## config.mk

```make
export PLATFORM = sky130hd
export DESIGN_NAME = qcl_quad_latch
export DESIGN_NICKNAME = d
export VERILOG_FILES = /design/src/hdl/qcl_pkg.sv /design/src/hdl/qcl_filter.sv /design/src/hdl/qcl_quad_latch.sv
export SDC_FILE = /design/constraint.sdc
export NUM_CORES = 1
export LEC_CHECK = 0
export BUFFER_PORTS_ARGS = -buffer_cell sky130_fd_sc_hd__buf_2
export CORE_ASPECT_RATIO = 1.25
export CORE_MARGIN = 2
export CORE_UTILIZATION = 55
export CTS_BUF_LIST = sky130_fd_sc_hd__clkbuf_2
export DETAILED_ROUTE_END_ITERATION = 6
export GPL_TIMING_DRIVEN = 0
export PLACE_DENSITY = 0.84
export RECOVER_POWER = 100
export REMOVE_ABC_BUFFERS = 1
export SLEW_MARGIN = 20
export SYNTH_ARGS = -nofsm -noshare
export SYNTH_HDL_FRONTEND = slang
export SYNTH_SLANG_ARGS = --single-unit
```

## constraint.sdc

```tcl
create_clock -name core_clk -period 19.6 [get_ports core_clk]
set_input_delay 0.98 -clock core_clk [delete_from_list [all_inputs] [get_ports core_clk]]
set_output_delay 0.98 -clock core_clk [all_outputs]
set_load 0.005 [all_outputs]
```

## src/hdl/qcl_pkg.sv

```systemverilog
// package: constants and types for the quadrature counter and latch block
package qcl_pkg;

	localparam int unsigned QCL_CLK_HZ       = 50_000_000;
	localparam int unsigned QCL_CNT_W        = 24;
	localparam int unsigned QCL_NUM_CH       = 5;
	localparam int unsigned QCL_LINE_RATE_HZ = 250_000;
	localparam int unsigned QCL_CNT_PER_LINE = 4;
	localparam int unsigned QCL_COUNT_RATE_HZ =
		QCL_LINE_RATE_HZ * QCL_CNT_PER_LINE;
	// shortest time between two counted edges, in nanoseconds
	localparam int unsigned QCL_EDGE_GAP_NS  = 1_000_000_000 / QCL_COUNT_RATE_HZ;
	localparam int unsigned QCL_CLK_NS       = 1_000_000_000 / QCL_CLK_HZ;
	// clocks per minimum edge gap, rounded down (longest usable time)
	localparam int unsigned QCL_EDGE_GAP_CYC = QCL_EDGE_GAP_NS / QCL_CLK_NS;
	// encoder inputs: a short glitch filter, well inside the edge gap
	localparam int unsigned QCL_ENC_FILT     = 3;
	// fast input: light filter, detected sooner than general inputs
	localparam int unsigned QCL_FAST_FILT    = 2;
	localparam int unsigned QCL_FILT_W       = 3;

	// latch trigger source selection
	typedef enum logic [1:0] {
		QCL_TRIG_INDEX     = 2'h0,
		QCL_TRIG_FAST      = 2'h1,
		QCL_TRIG_FAST_IDX  = 2'h2,
		QCL_TRIG_OFF       = 2'h3
	} qcl_trig_t;

	// per channel capture state, one-hot
	typedef enum logic [2:0] {
		QCL_ST_IDLE  = 3'b001,
		QCL_ST_ARMED = 3'b010,
		QCL_ST_WAIT  = 3'b100
	} qcl_state_t;

endpackage : qcl_pkg

```

## src/hdl/qcl_filter.sv

```systemverilog
// module: pin synchroniser followed by a stable-count glitch filter
`timescale 1ns/1ns
module qcl_filter #(
	parameter int unsigned FILT = 2
) (
	input  wire logic core_clk,
	input  wire logic rst,
	input  wire logic pin_in,
	output logic      level_q
);
	import qcl_pkg::*;

	logic                  sync1_q;
	logic                  sync2_q;
	logic [QCL_FILT_W-1:0] stab_q;
	logic [QCL_FILT_W-1:0] stab_d;
	logic                  differs;
	logic                  settled;

	// filter compares only the second stage; first is metastability guard
	assign differs = sync2_q != level_q;
	assign settled = differs && (stab_q >= QCL_FILT_W'(FILT - 1));
	assign stab_d  = differs ? stab_q + QCL_FILT_W'(1) : '0;

	// two-stage synchroniser and filtered level
	always_ff @(posedge core_clk or posedge rst) begin
		if (rst) begin
			sync1_q <= 1'b0;
			sync2_q <= 1'b0;
			stab_q  <= '0;
			level_q <= 1'b0;
		end else begin
			sync1_q <= pin_in;
			sync2_q <= sync1_q;
			stab_q  <= settled ? '0 : stab_d;
			if (settled)
				level_q <= sync2_q;
		end
	end

endmodule : qcl_filter

```

## src/hdl/qcl_quad_latch.sv

```systemverilog
// module: five-channel quadrature position counter with event capture
//
// Behaviour
// - 24-bit up/down count, one step on each A or B edge.
// - direction from phase: A leading B counts up, lagging counts down.
// - keeps up with 250k lines/s, four counts per line, no lost edges.
// - each channel has a 24-bit capture register snapshotting its count.
// - capture may be triggered by the encoder index pulse.
// - capture may be triggered by a chosen edge of the fast input.
// - armed by the fast-input edge, capture on the next index pulse.
// - five capture registers, each with its own fast input.
// - fast-input capture is done in hardware, no software delay.
// - fast input filtered lighter than general inputs, so faster.
`timescale 1ns/1ns
module qcl_quad_latch
	import qcl_pkg::*;
#(
	parameter int unsigned NUM_CH    = QCL_NUM_CH,
	parameter int unsigned CNT_W     = QCL_CNT_W,
	parameter int unsigned ENC_FILT  = QCL_ENC_FILT,
	parameter int unsigned FAST_FILT = QCL_FAST_FILT
) (
	input  wire logic                  core_clk,
	input  wire logic                  rst,
	input  wire logic [NUM_CH-1:0]     enc_a,
	input  wire logic [NUM_CH-1:0]     enc_b,
	input  wire logic [NUM_CH-1:0]     enc_index,
	input  wire logic [NUM_CH-1:0]     fast_in,
	input  wire logic [2*NUM_CH-1:0]   trig_sel,
	input  wire logic [NUM_CH-1:0]     fast_neg_edge,
	input  wire logic [NUM_CH-1:0]     arm,
	input  wire logic [NUM_CH-1:0]     latch_read,
	output logic [NUM_CH*CNT_W-1:0]    position_count_unit,
	output logic [NUM_CH*CNT_W-1:0]    latch_value,
	output logic [NUM_CH-1:0]          latch_new,
	output logic [NUM_CH-1:0]          latch_armed
);

	////////////////////////////////////////////////////////////////////////
	// direction decode shared by every channel

	// returns +1 step, -1 step or none from old and new phase pairs
	function automatic logic [1:0] qcl_step(input logic [1:0] old_ab,
		input logic [1:0] new_ab);
		logic [3:0] key;
		key = {old_ab, new_ab};
		// bit1: move, bit0: up; double steps are impossible below rate
		unique case (key)
			4'b0010, 4'b1011, 4'b1101, 4'b0100: qcl_step = 2'b11;
			4'b0001, 4'b0111, 4'b1110, 4'b1000: qcl_step = 2'b10;
			default:                            qcl_step = 2'b00;
		endcase
	endfunction : qcl_step

	genvar ch;
	generate
		for (ch = 0; ch < NUM_CH; ch = ch + 1) begin : g_ch

			////////////////////////////////////////////////////////////
			// input conditioning

			logic a_f;
			logic b_f;
			logic idx_f;
			logic fast_f;

			// true phases used
			// the complementary lines are resolved by the line receiver
			qcl_filter #(.FILT(ENC_FILT)) u_fa (
				.core_clk (core_clk),
				.rst      (rst),
				.pin_in   (enc_a[ch]),
				.level_q  (a_f)
			);
			qcl_filter #(.FILT(ENC_FILT)) u_fb (
				.core_clk (core_clk),
				.rst      (rst),
				.pin_in   (enc_b[ch]),
				.level_q  (b_f)
			);
			qcl_filter #(.FILT(ENC_FILT)) u_fi (
				.core_clk (core_clk),
				.rst      (rst),
				.pin_in   (enc_index[ch]),
				.level_q  (idx_f)
			);
			// lighter fast filter
			// trades noise immunity for a shorter detection delay
			qcl_filter #(.FILT(FAST_FILT)) u_ff (
				.core_clk (core_clk),
				.rst      (rst),
				.pin_in   (fast_in[ch]),
				.level_q  (fast_f)
			);

			////////////////////////////////////////////////////////////
			// position counter

			logic [1:0]       ab_q;
			logic             idx_q;
			logic             fast_q;
			logic [CNT_W-1:0] cnt_q;
			logic [CNT_W-1:0] cnt_d;
			logic [1:0]       step;

			assign step = qcl_step(ab_q, {a_f, b_f});
			assign cnt_d = !step[1] ? cnt_q :
				step[0] ? cnt_q + CNT_W'(1) : cnt_q - CNT_W'(1);

			// single-cycle update
			// one edge per 20 ns clock is far beyond the 1 us edge gap
			always_ff @(posedge core_clk or posedge rst) begin
				if (rst) begin
					ab_q   <= 2'b00;
					idx_q  <= 1'b0;
					fast_q <= 1'b0;
					cnt_q  <= '0;
				end else begin
					ab_q   <= {a_f, b_f};
					idx_q  <= idx_f;
					fast_q <= fast_f;
					cnt_q  <= cnt_d;
				end
			end

			////////////////////////////////////////////////////////////
			// capture control

			qcl_trig_t  sel;
			qcl_state_t st_q;
			qcl_state_t st_d;
			logic       idx_rise;
			logic       fast_edge;
			logic       take;
			logic [CNT_W-1:0] lat_q;
			logic       new_q;

			assign sel      = qcl_trig_t'(trig_sel[2*ch +: 2]);
			assign idx_rise = idx_f && !idx_q;
			assign fast_edge = fast_neg_edge[ch] ? (!fast_f && fast_q)
				: (fast_f && !fast_q);

			// fast capture in hardware, same cycle as detection
			assign take =
				(st_q == QCL_ST_ARMED &&
					((sel == QCL_TRIG_INDEX && idx_rise) ||
					 (sel == QCL_TRIG_FAST && fast_edge))) ||
				(st_q == QCL_ST_WAIT && idx_rise);

			always_comb begin
				st_d = st_q;
				unique case (st_q)
					QCL_ST_IDLE:
						if (arm[ch] && !new_q && sel != QCL_TRIG_OFF)
							st_d = QCL_ST_ARMED;
					QCL_ST_ARMED:
						if (take)
							st_d = QCL_ST_IDLE;
						else if (sel == QCL_TRIG_FAST_IDX && fast_edge)
							st_d = QCL_ST_WAIT;
						else if (sel == QCL_TRIG_OFF)
							st_d = QCL_ST_IDLE;
					QCL_ST_WAIT:
						if (take || sel == QCL_TRIG_OFF)
							st_d = QCL_ST_IDLE;
					default:
						st_d = QCL_ST_IDLE;
				endcase
			end

			// hold and flag new
			// a capture in the read cycle wins so no event is lost
			always_ff @(posedge core_clk or posedge rst) begin
				if (rst) begin
					st_q  <= QCL_ST_IDLE;
					lat_q <= '0;
					new_q <= 1'b0;
				end else begin
					st_q <= st_d;
					if (take)
						lat_q <= cnt_d;
					new_q <= take || (new_q && !latch_read[ch]);
				end
			end

			////////////////////////////////////////////////////////////
			// registered outputs

			always_ff @(posedge core_clk or posedge rst) begin
				if (rst) begin
					position_count_unit[ch*CNT_W +: CNT_W] <= '0;
					latch_value[ch*CNT_W +: CNT_W]         <= '0;
					latch_new[ch]                          <= 1'b0;
					latch_armed[ch]                        <= 1'b0;
				end else begin
					position_count_unit[ch*CNT_W +: CNT_W] <= cnt_q;
					latch_value[ch*CNT_W +: CNT_W]         <= lat_q;
					latch_new[ch]                          <= new_q;
					latch_armed[ch] <= st_q != QCL_ST_IDLE;
				end
			end
		end
	endgenerate

endmodule : qcl_quad_latch

```

==> results of run 1 <==
## logic make-up (layout without fill, tap and decap cells)
kind of cell / count (synthesis) / after routing / synth area share (%)
DFF: 650 / 650 / 55.0
buffers and inverters: 240 / 694 / 3.30
and+or+nand+nor: 834 / 834 / 13.8
other: 0 / 1 / 0
adders and majority gates: 79 / 79 / 3.34
muxes: 192 / 192 / 7.50
xor gates and xnor gates: 214 / 214 / 6.34
AOI/OAI and AO/OA: 466 / 466 / 10.7
## sequential cells by signal, summed over array words and instances, names as in the netlist, 120 cells and up
name                 flops
g_ch.cnt_q             120
g_ch.lat_q             120
latch_value            120
position_count_unit    120
## metrics by stage
step,setup TNS [ns],setup WS [ns],utilization [%],hold slack [ns],cell area (um^2)
floorplan,0,0.416,-,0.331,28800
global placement,-2710.97,-4.28,58.3,0.334,31200
detailed placement,0,14.77,58.9,0.335,31500
CTS,0,14.75,62.6,0.0163,33500
global route,0,8.46,61.9,0.122,33100
finish,0,10.27,61.9,0.246,33100
## layer usage
layer | track usage, % | up-vias | routed length (um)
li1 | - | 10200 | -
met1 | 29.8 | 10800 | 26800
met2 | 41.5 | 839 | 34400
met3 | 7.18 | 162 | 5070
met4 | 10.8 | 2 | 1880
met5 | 0 | - | 13
## critical path: stages
cell and delay (ns):
dlygate4sd3_1 0.54, buf_2 0.12, dlygate4sd3_1 0.57, clkinvlp_2 0.24
clkbuf_1 3.88, clkbuf_1 3.22
## how the worst max path moves through the flow
stage                         startpoint                       to  slack [ns]  cells past startpoint
finish                               rst        g_ch[0].lat_q[15]       10.27                      6
detailed placement  g_ch[1].u_fa.level_q        g_ch[1].lat_q[16]       14.77                     14
CTS                 g_ch[1].u_fa.level_q        g_ch[1].lat_q[16]       14.75                     14
floorplan                            rst          g_ch[0].ab_q[0]        0.42                      1
global placement                     rst         g_ch[2].lat_q[2]       -4.28                      2
global route                         rst  position_count_unit[18]        8.46                      6
## cell type report
class | count | share of cell area [%]
Tap cell | 679 | 2.57
Clock inverter | 54 | 1.29
Multi-Input combinational cell | 1785 | 37.1
Clock buffer | 216 | 3.27
Inverter | 67 | 0.763
Antenna cell | 1 | 0.00756
Timing Repair Buffer | 357 | 5.86
Sequential cell | 650 | 49.1
## timing repair
item	4_1_cts	5_1_grt
endpoints found under the hold margin	255	0
hold buffers	48	0
resized for setup	0	0
buffers inserted	0	0
## cell usage after synthesis (25+ instances only)
cell type,n
dfrtp_1,645
nor2_1,225
nand2_1,205
xnor2_1,145
mux2_2,132
clkbuf_1,119
a21oi_1,106
o21ai_0,97
nor3_1,93
ha_1,79
xor2_1,69
inv_1,67
and3_1,56
nand3_1,51
mux2i_1,49
nor4_1,43
buf_2,32
a31oi_1,30
and2_1,26
o22ai_1,25
==> impl_metrics.tcl, run 1 <==
set metrics [dict create \
    fin_cells 3809 \
    clockBufferDepth 3 \
    fill_cells 4277 \
    cts-root-buf "clkbuf_2" \
    clock_latency_ns 1.28 \
    register_area_um2 16300 \
    tightest_slew_ns 5.80 \
    startpoint_type "input port" \
    hold_violations 0 \
    routabilityCongestion 0.899 \
    rows 95 \
    portBuffers 296 \
    drt-vias-per-instance 5.78 \
    netlist_area_um2 29600 \
    die-area_um2 55600 \
    slew_violations 377 \
    postSynthCellCount 2675 \
    dr.pass1.iters 6 \
    postRouteAntennaNets 0 \
    synth_edf_count 0 \
    grt_pass1_wl_um 112000 \
    fp.dieW_um 211 \
    syn_to_final_growth_pct 12.0 \
    synth.top_cell.area_share_pct 54.6 \
    drc_errors 0 \
    synth_area_leaders "dfrtp_1 55%, mux2_2 5.0%, xnor2_1 4.3%" \
    synth_seq_cells 650 \
    final_common_cell "dfrtp_1" \
    vias 22000 \
    avgRoutedWirePerCell_um 17.9 \
    multi_input_area_um2 12300 \
    cts_tree "built" \
    max_freq_mhz 107 \
    nNetsFinal 3139 \
    ys.warnings.count 0 \
    regToRegSetupSlack_ns 14.46 \
    r2r_start "g_ch[1].u_fa.level_q" \
    die_h_um 263 \
    synth.distinct_cells 96 \
    violations "max-capacitance violations, max-slew violations" \
    dr.first_iter.drc_count 1392 \
    ys_seq_area_share_pct 55.0 \
    dp_hpwl_um 45800 \
    end_kind "asynchronous set/reset pin" \
    rsz0062_at_grt "no" \
    grt_usage_pct 24.8 \
    initial_utilization_pct 55.3 \
    grt_overflow 0 \
    crit_type "in2async" \
    htree_levels 4 \
    hold_path_end "g_ch[4].st_q[0]" \
    ff2ff_path_depth 12 \
    clock_sinks 650 \
    layout-drive-gt1-share_pct 18.2 \
    hold_depth 5 \
    path_clk_slew_ns 0.10 \
    antenna_found_initial 2 \
    mostFrequentLayoutCells "645 x dfrtp_1, 223 x nor2_1, 216 x clkbuf_2" \
    required_ns 19.96 \
    relSlewSlack_pct -287 \
    ys.flop_type "dfrtp_1" \
    grt_start_max_net_pins 121 \
    synth_area_per_cell_um2 11.1 \
    worstPathArrival_ns 9.69 \
    finalCritPeriodShare_pct 47.6 \
    max-cap-violations 5 \
    setup_viol 0 \
    hold_class "in2reg" \
    final.setup_skew_ns 0.0785 \
    ios 297 \
    min_from "trig_sel[9]" \
    outcome "finished with violations" \
    synth_top_area_cell "dfrtp_1" \
    place_inst 3489 \
    min_period_ns 9.33 \
    wl_um 68200 \
    core_um2 53500 \
    async_reset_ff_share_pct 100 \
    grt_pass1_vias 22500 \
    cts_buffers 152 \
    path_max_fanout 101 \
    rr_endpoint "g_ch[1].lat_q[16]" \
]
Power of run 1 is not shown: default switching activity piles up to over one toggle a cycle in this logic, so the estimate is an artifact.
==> inputs of run 2 (changes only) <==
Clock period 19.6 ns to 8.02 ns, I/O delays scaled along.
==> impl_metrics.tcl, run 2 (synthesis gave the netlist of run 1 again) <==
set metrics [dict create \
    clock_latency_ns 1.34 \
    startpoint_type "input port" \
    setup_viol 0 \
    syn_to_final_growth_pct 14.3 \
    hold_class "in2reg" \
    die_h_um 263 \
    required_ns 8.33 \
    ff2ff_path_depth 12 \
    post-place-ws_ns 3.19 \
    path_max_fanout 101 \
    violations "max-capacitance violations, max-slew violations" \
    hold_violations 0 \
    tightest_slew_ns 4.48 \
    grt_usage_pct 25.6 \
    outcome "finished with violations" \
    grt_pass1_wl_um 115000 \
    critPathMaxStageDelay_ns 3.17 \
    hold_path_end "g_ch[0].st_q[1]" \
    worstPathArrival_ns 5.59 \
    nNetsFinal 3204 \
    cts_resized 0 \
    multi_input_area_um2 12300 \
    path_buf_inv 6 \
    avgRoutedWirePerCell_um 18.2 \
    ios 297 \
    timing.final.ws_setup_ns 2.74 \
    regToRegSetupSlack_ns 2.88 \
    clockBufferDepth 3 \
    cts-hold-fix-buffers 113 \
    grt_start_max_net_pins 121 \
    register_area_um2 16300 \
    cts_buffers 152 \
    min_from "trig_sel[1]" \
    mostFrequentLayoutCells "645 x dfrtp_1, 223 x nor2_1, 216 x clkbuf_2" \
    vias 22300 \
    relSlewSlack_pct -199 \
    cts-root-buf "clkbuf_2" \
    antenna_found_initial 2 \
    drt-vias-per-instance 5.77 \
    drc_errors 0 \
    dr.first_iter.drc_count 1409 \
    initial_utilization_pct 55.3 \
    max_freq_mhz 189 \
    rr_endpoint "g_ch[1].lat_q[16]" \
    r2r_start "g_ch[1].u_fa.level_q" \
    rsz0062_at_grt "no" \
    end_kind "asynchronous set/reset pin" \
    finalCritPeriodShare_pct 65.8 \
    fp.dieW_um 211 \
    grt_overflow 0 \
    cp_cell_sequence "dlygate4sd3_1 -> buf_2 -> dlygate4sd3_1 -> clkinvlp_2 -> buf_16 -> clkbuf_1" \
    critPathSlowestCell "clkbuf_1" \
    die-area_um2 55600 \
    slew_violations 159 \
    grt_pass1_vias 23100 \
    critPathTopFamily "buffers and inverters" \
    crit_type "in2async" \
    min_period_ns 5.28 \
    cts_tree "built" \
    clock_sinks 650 \
    final.setup_skew_ns 0.123 \
    max-cap-violations 3 \
    routabilityCongestion 0.899 \
    wl_um 70600 \
    htree_levels 4 \
    hold_ws_ns 0.163 \
    portBuffers 296 \
    fill_cells 4165 \
    postRouteAntennaNets 0 \
    layout-drive-gt1-share_pct 17.7 \
    rows 95 \
    core_um2 53500 \
    dr.pass1.iters 6 \
    post_cts_buffers 0 \
    path_clk_slew_ns 0.16 \
    final_common_cell "dfrtp_1" \
    dp_hpwl_um 45800 \
    hold_depth 6 \
    crit_top_cell "dlygate4sd3_1" \
]
## run 2: cell types whose count changed in the layout (fill, tap and decap cells not counted), sizes merged
| cell | change |
|---|---|
| dlygate4sd3 | +65 |
## run 2: through the flow
stage / utilization [%] / setup TNS [ns] / instances / cell area, um^2
after floorplan: - / -6853.80 / 2502 / 28800
after global placement: 58.3 / -9849.02 / 3477 / 31200
after detailed placement: 58.9 / 0 / 3489 / 31500
after CTS: 63.8 / 0 / 3872 / 34100
after global routing: 63.2 / 0 / 3874 / 33800
final: 63.2 / 0 / 3874 / 33800
## run 2: how the worst max path moves through the flow
stage	startpoint	end	slack [ns]	depth (start not counted)
4_1_cts	g_ch[1].u_fa.level_q	g_ch[1].lat_q[16]	3.17	14
6_report	rst	position_count_unit[0]	2.74	6
3_3_place_gp	rst	g_ch[2].lat_q[2]	-15.28	2
2_1_floorplan	rst	g_ch[0].ab_q[0]	-10.59	1
3_5_place_dp	g_ch[1].u_fa.level_q	g_ch[1].lat_q[16]	3.19	14
5_1_grt	rst	position_count_unit[21]	1.65	6
## run 2: layout make-up
type | instances | share of cell area [%]
antenna | 1 | 0.00740
sequential | 650 | 48.1
timing repair buffer | 422 | 7.80
clock inverter | 54 | 1.27
inverter | 67 | 0.748
tap | 679 | 2.51
clock buffer | 216 | 3.20
multi-input combinational | 1785 | 36.3
## run 2: worst min-delay path: stages
cell and delay (ns):
dlygate4sd3_1 0.52, buf_2 0.13, a21oi_1 0.11, nor4b_1 0.15, a31oi_1 0.14, nor2_1 0.05
## run 2: metal layers
metal,share of wire [%],GRT usage (%),vias up
met5,0.016,0,-
met4,3.2,11.8,2
met3,7.1,6.98,189
met2,51,43.3,831
met1,39,30.3,11000
li1,-,-,10300
Power of run 2 is left out for the same reason.
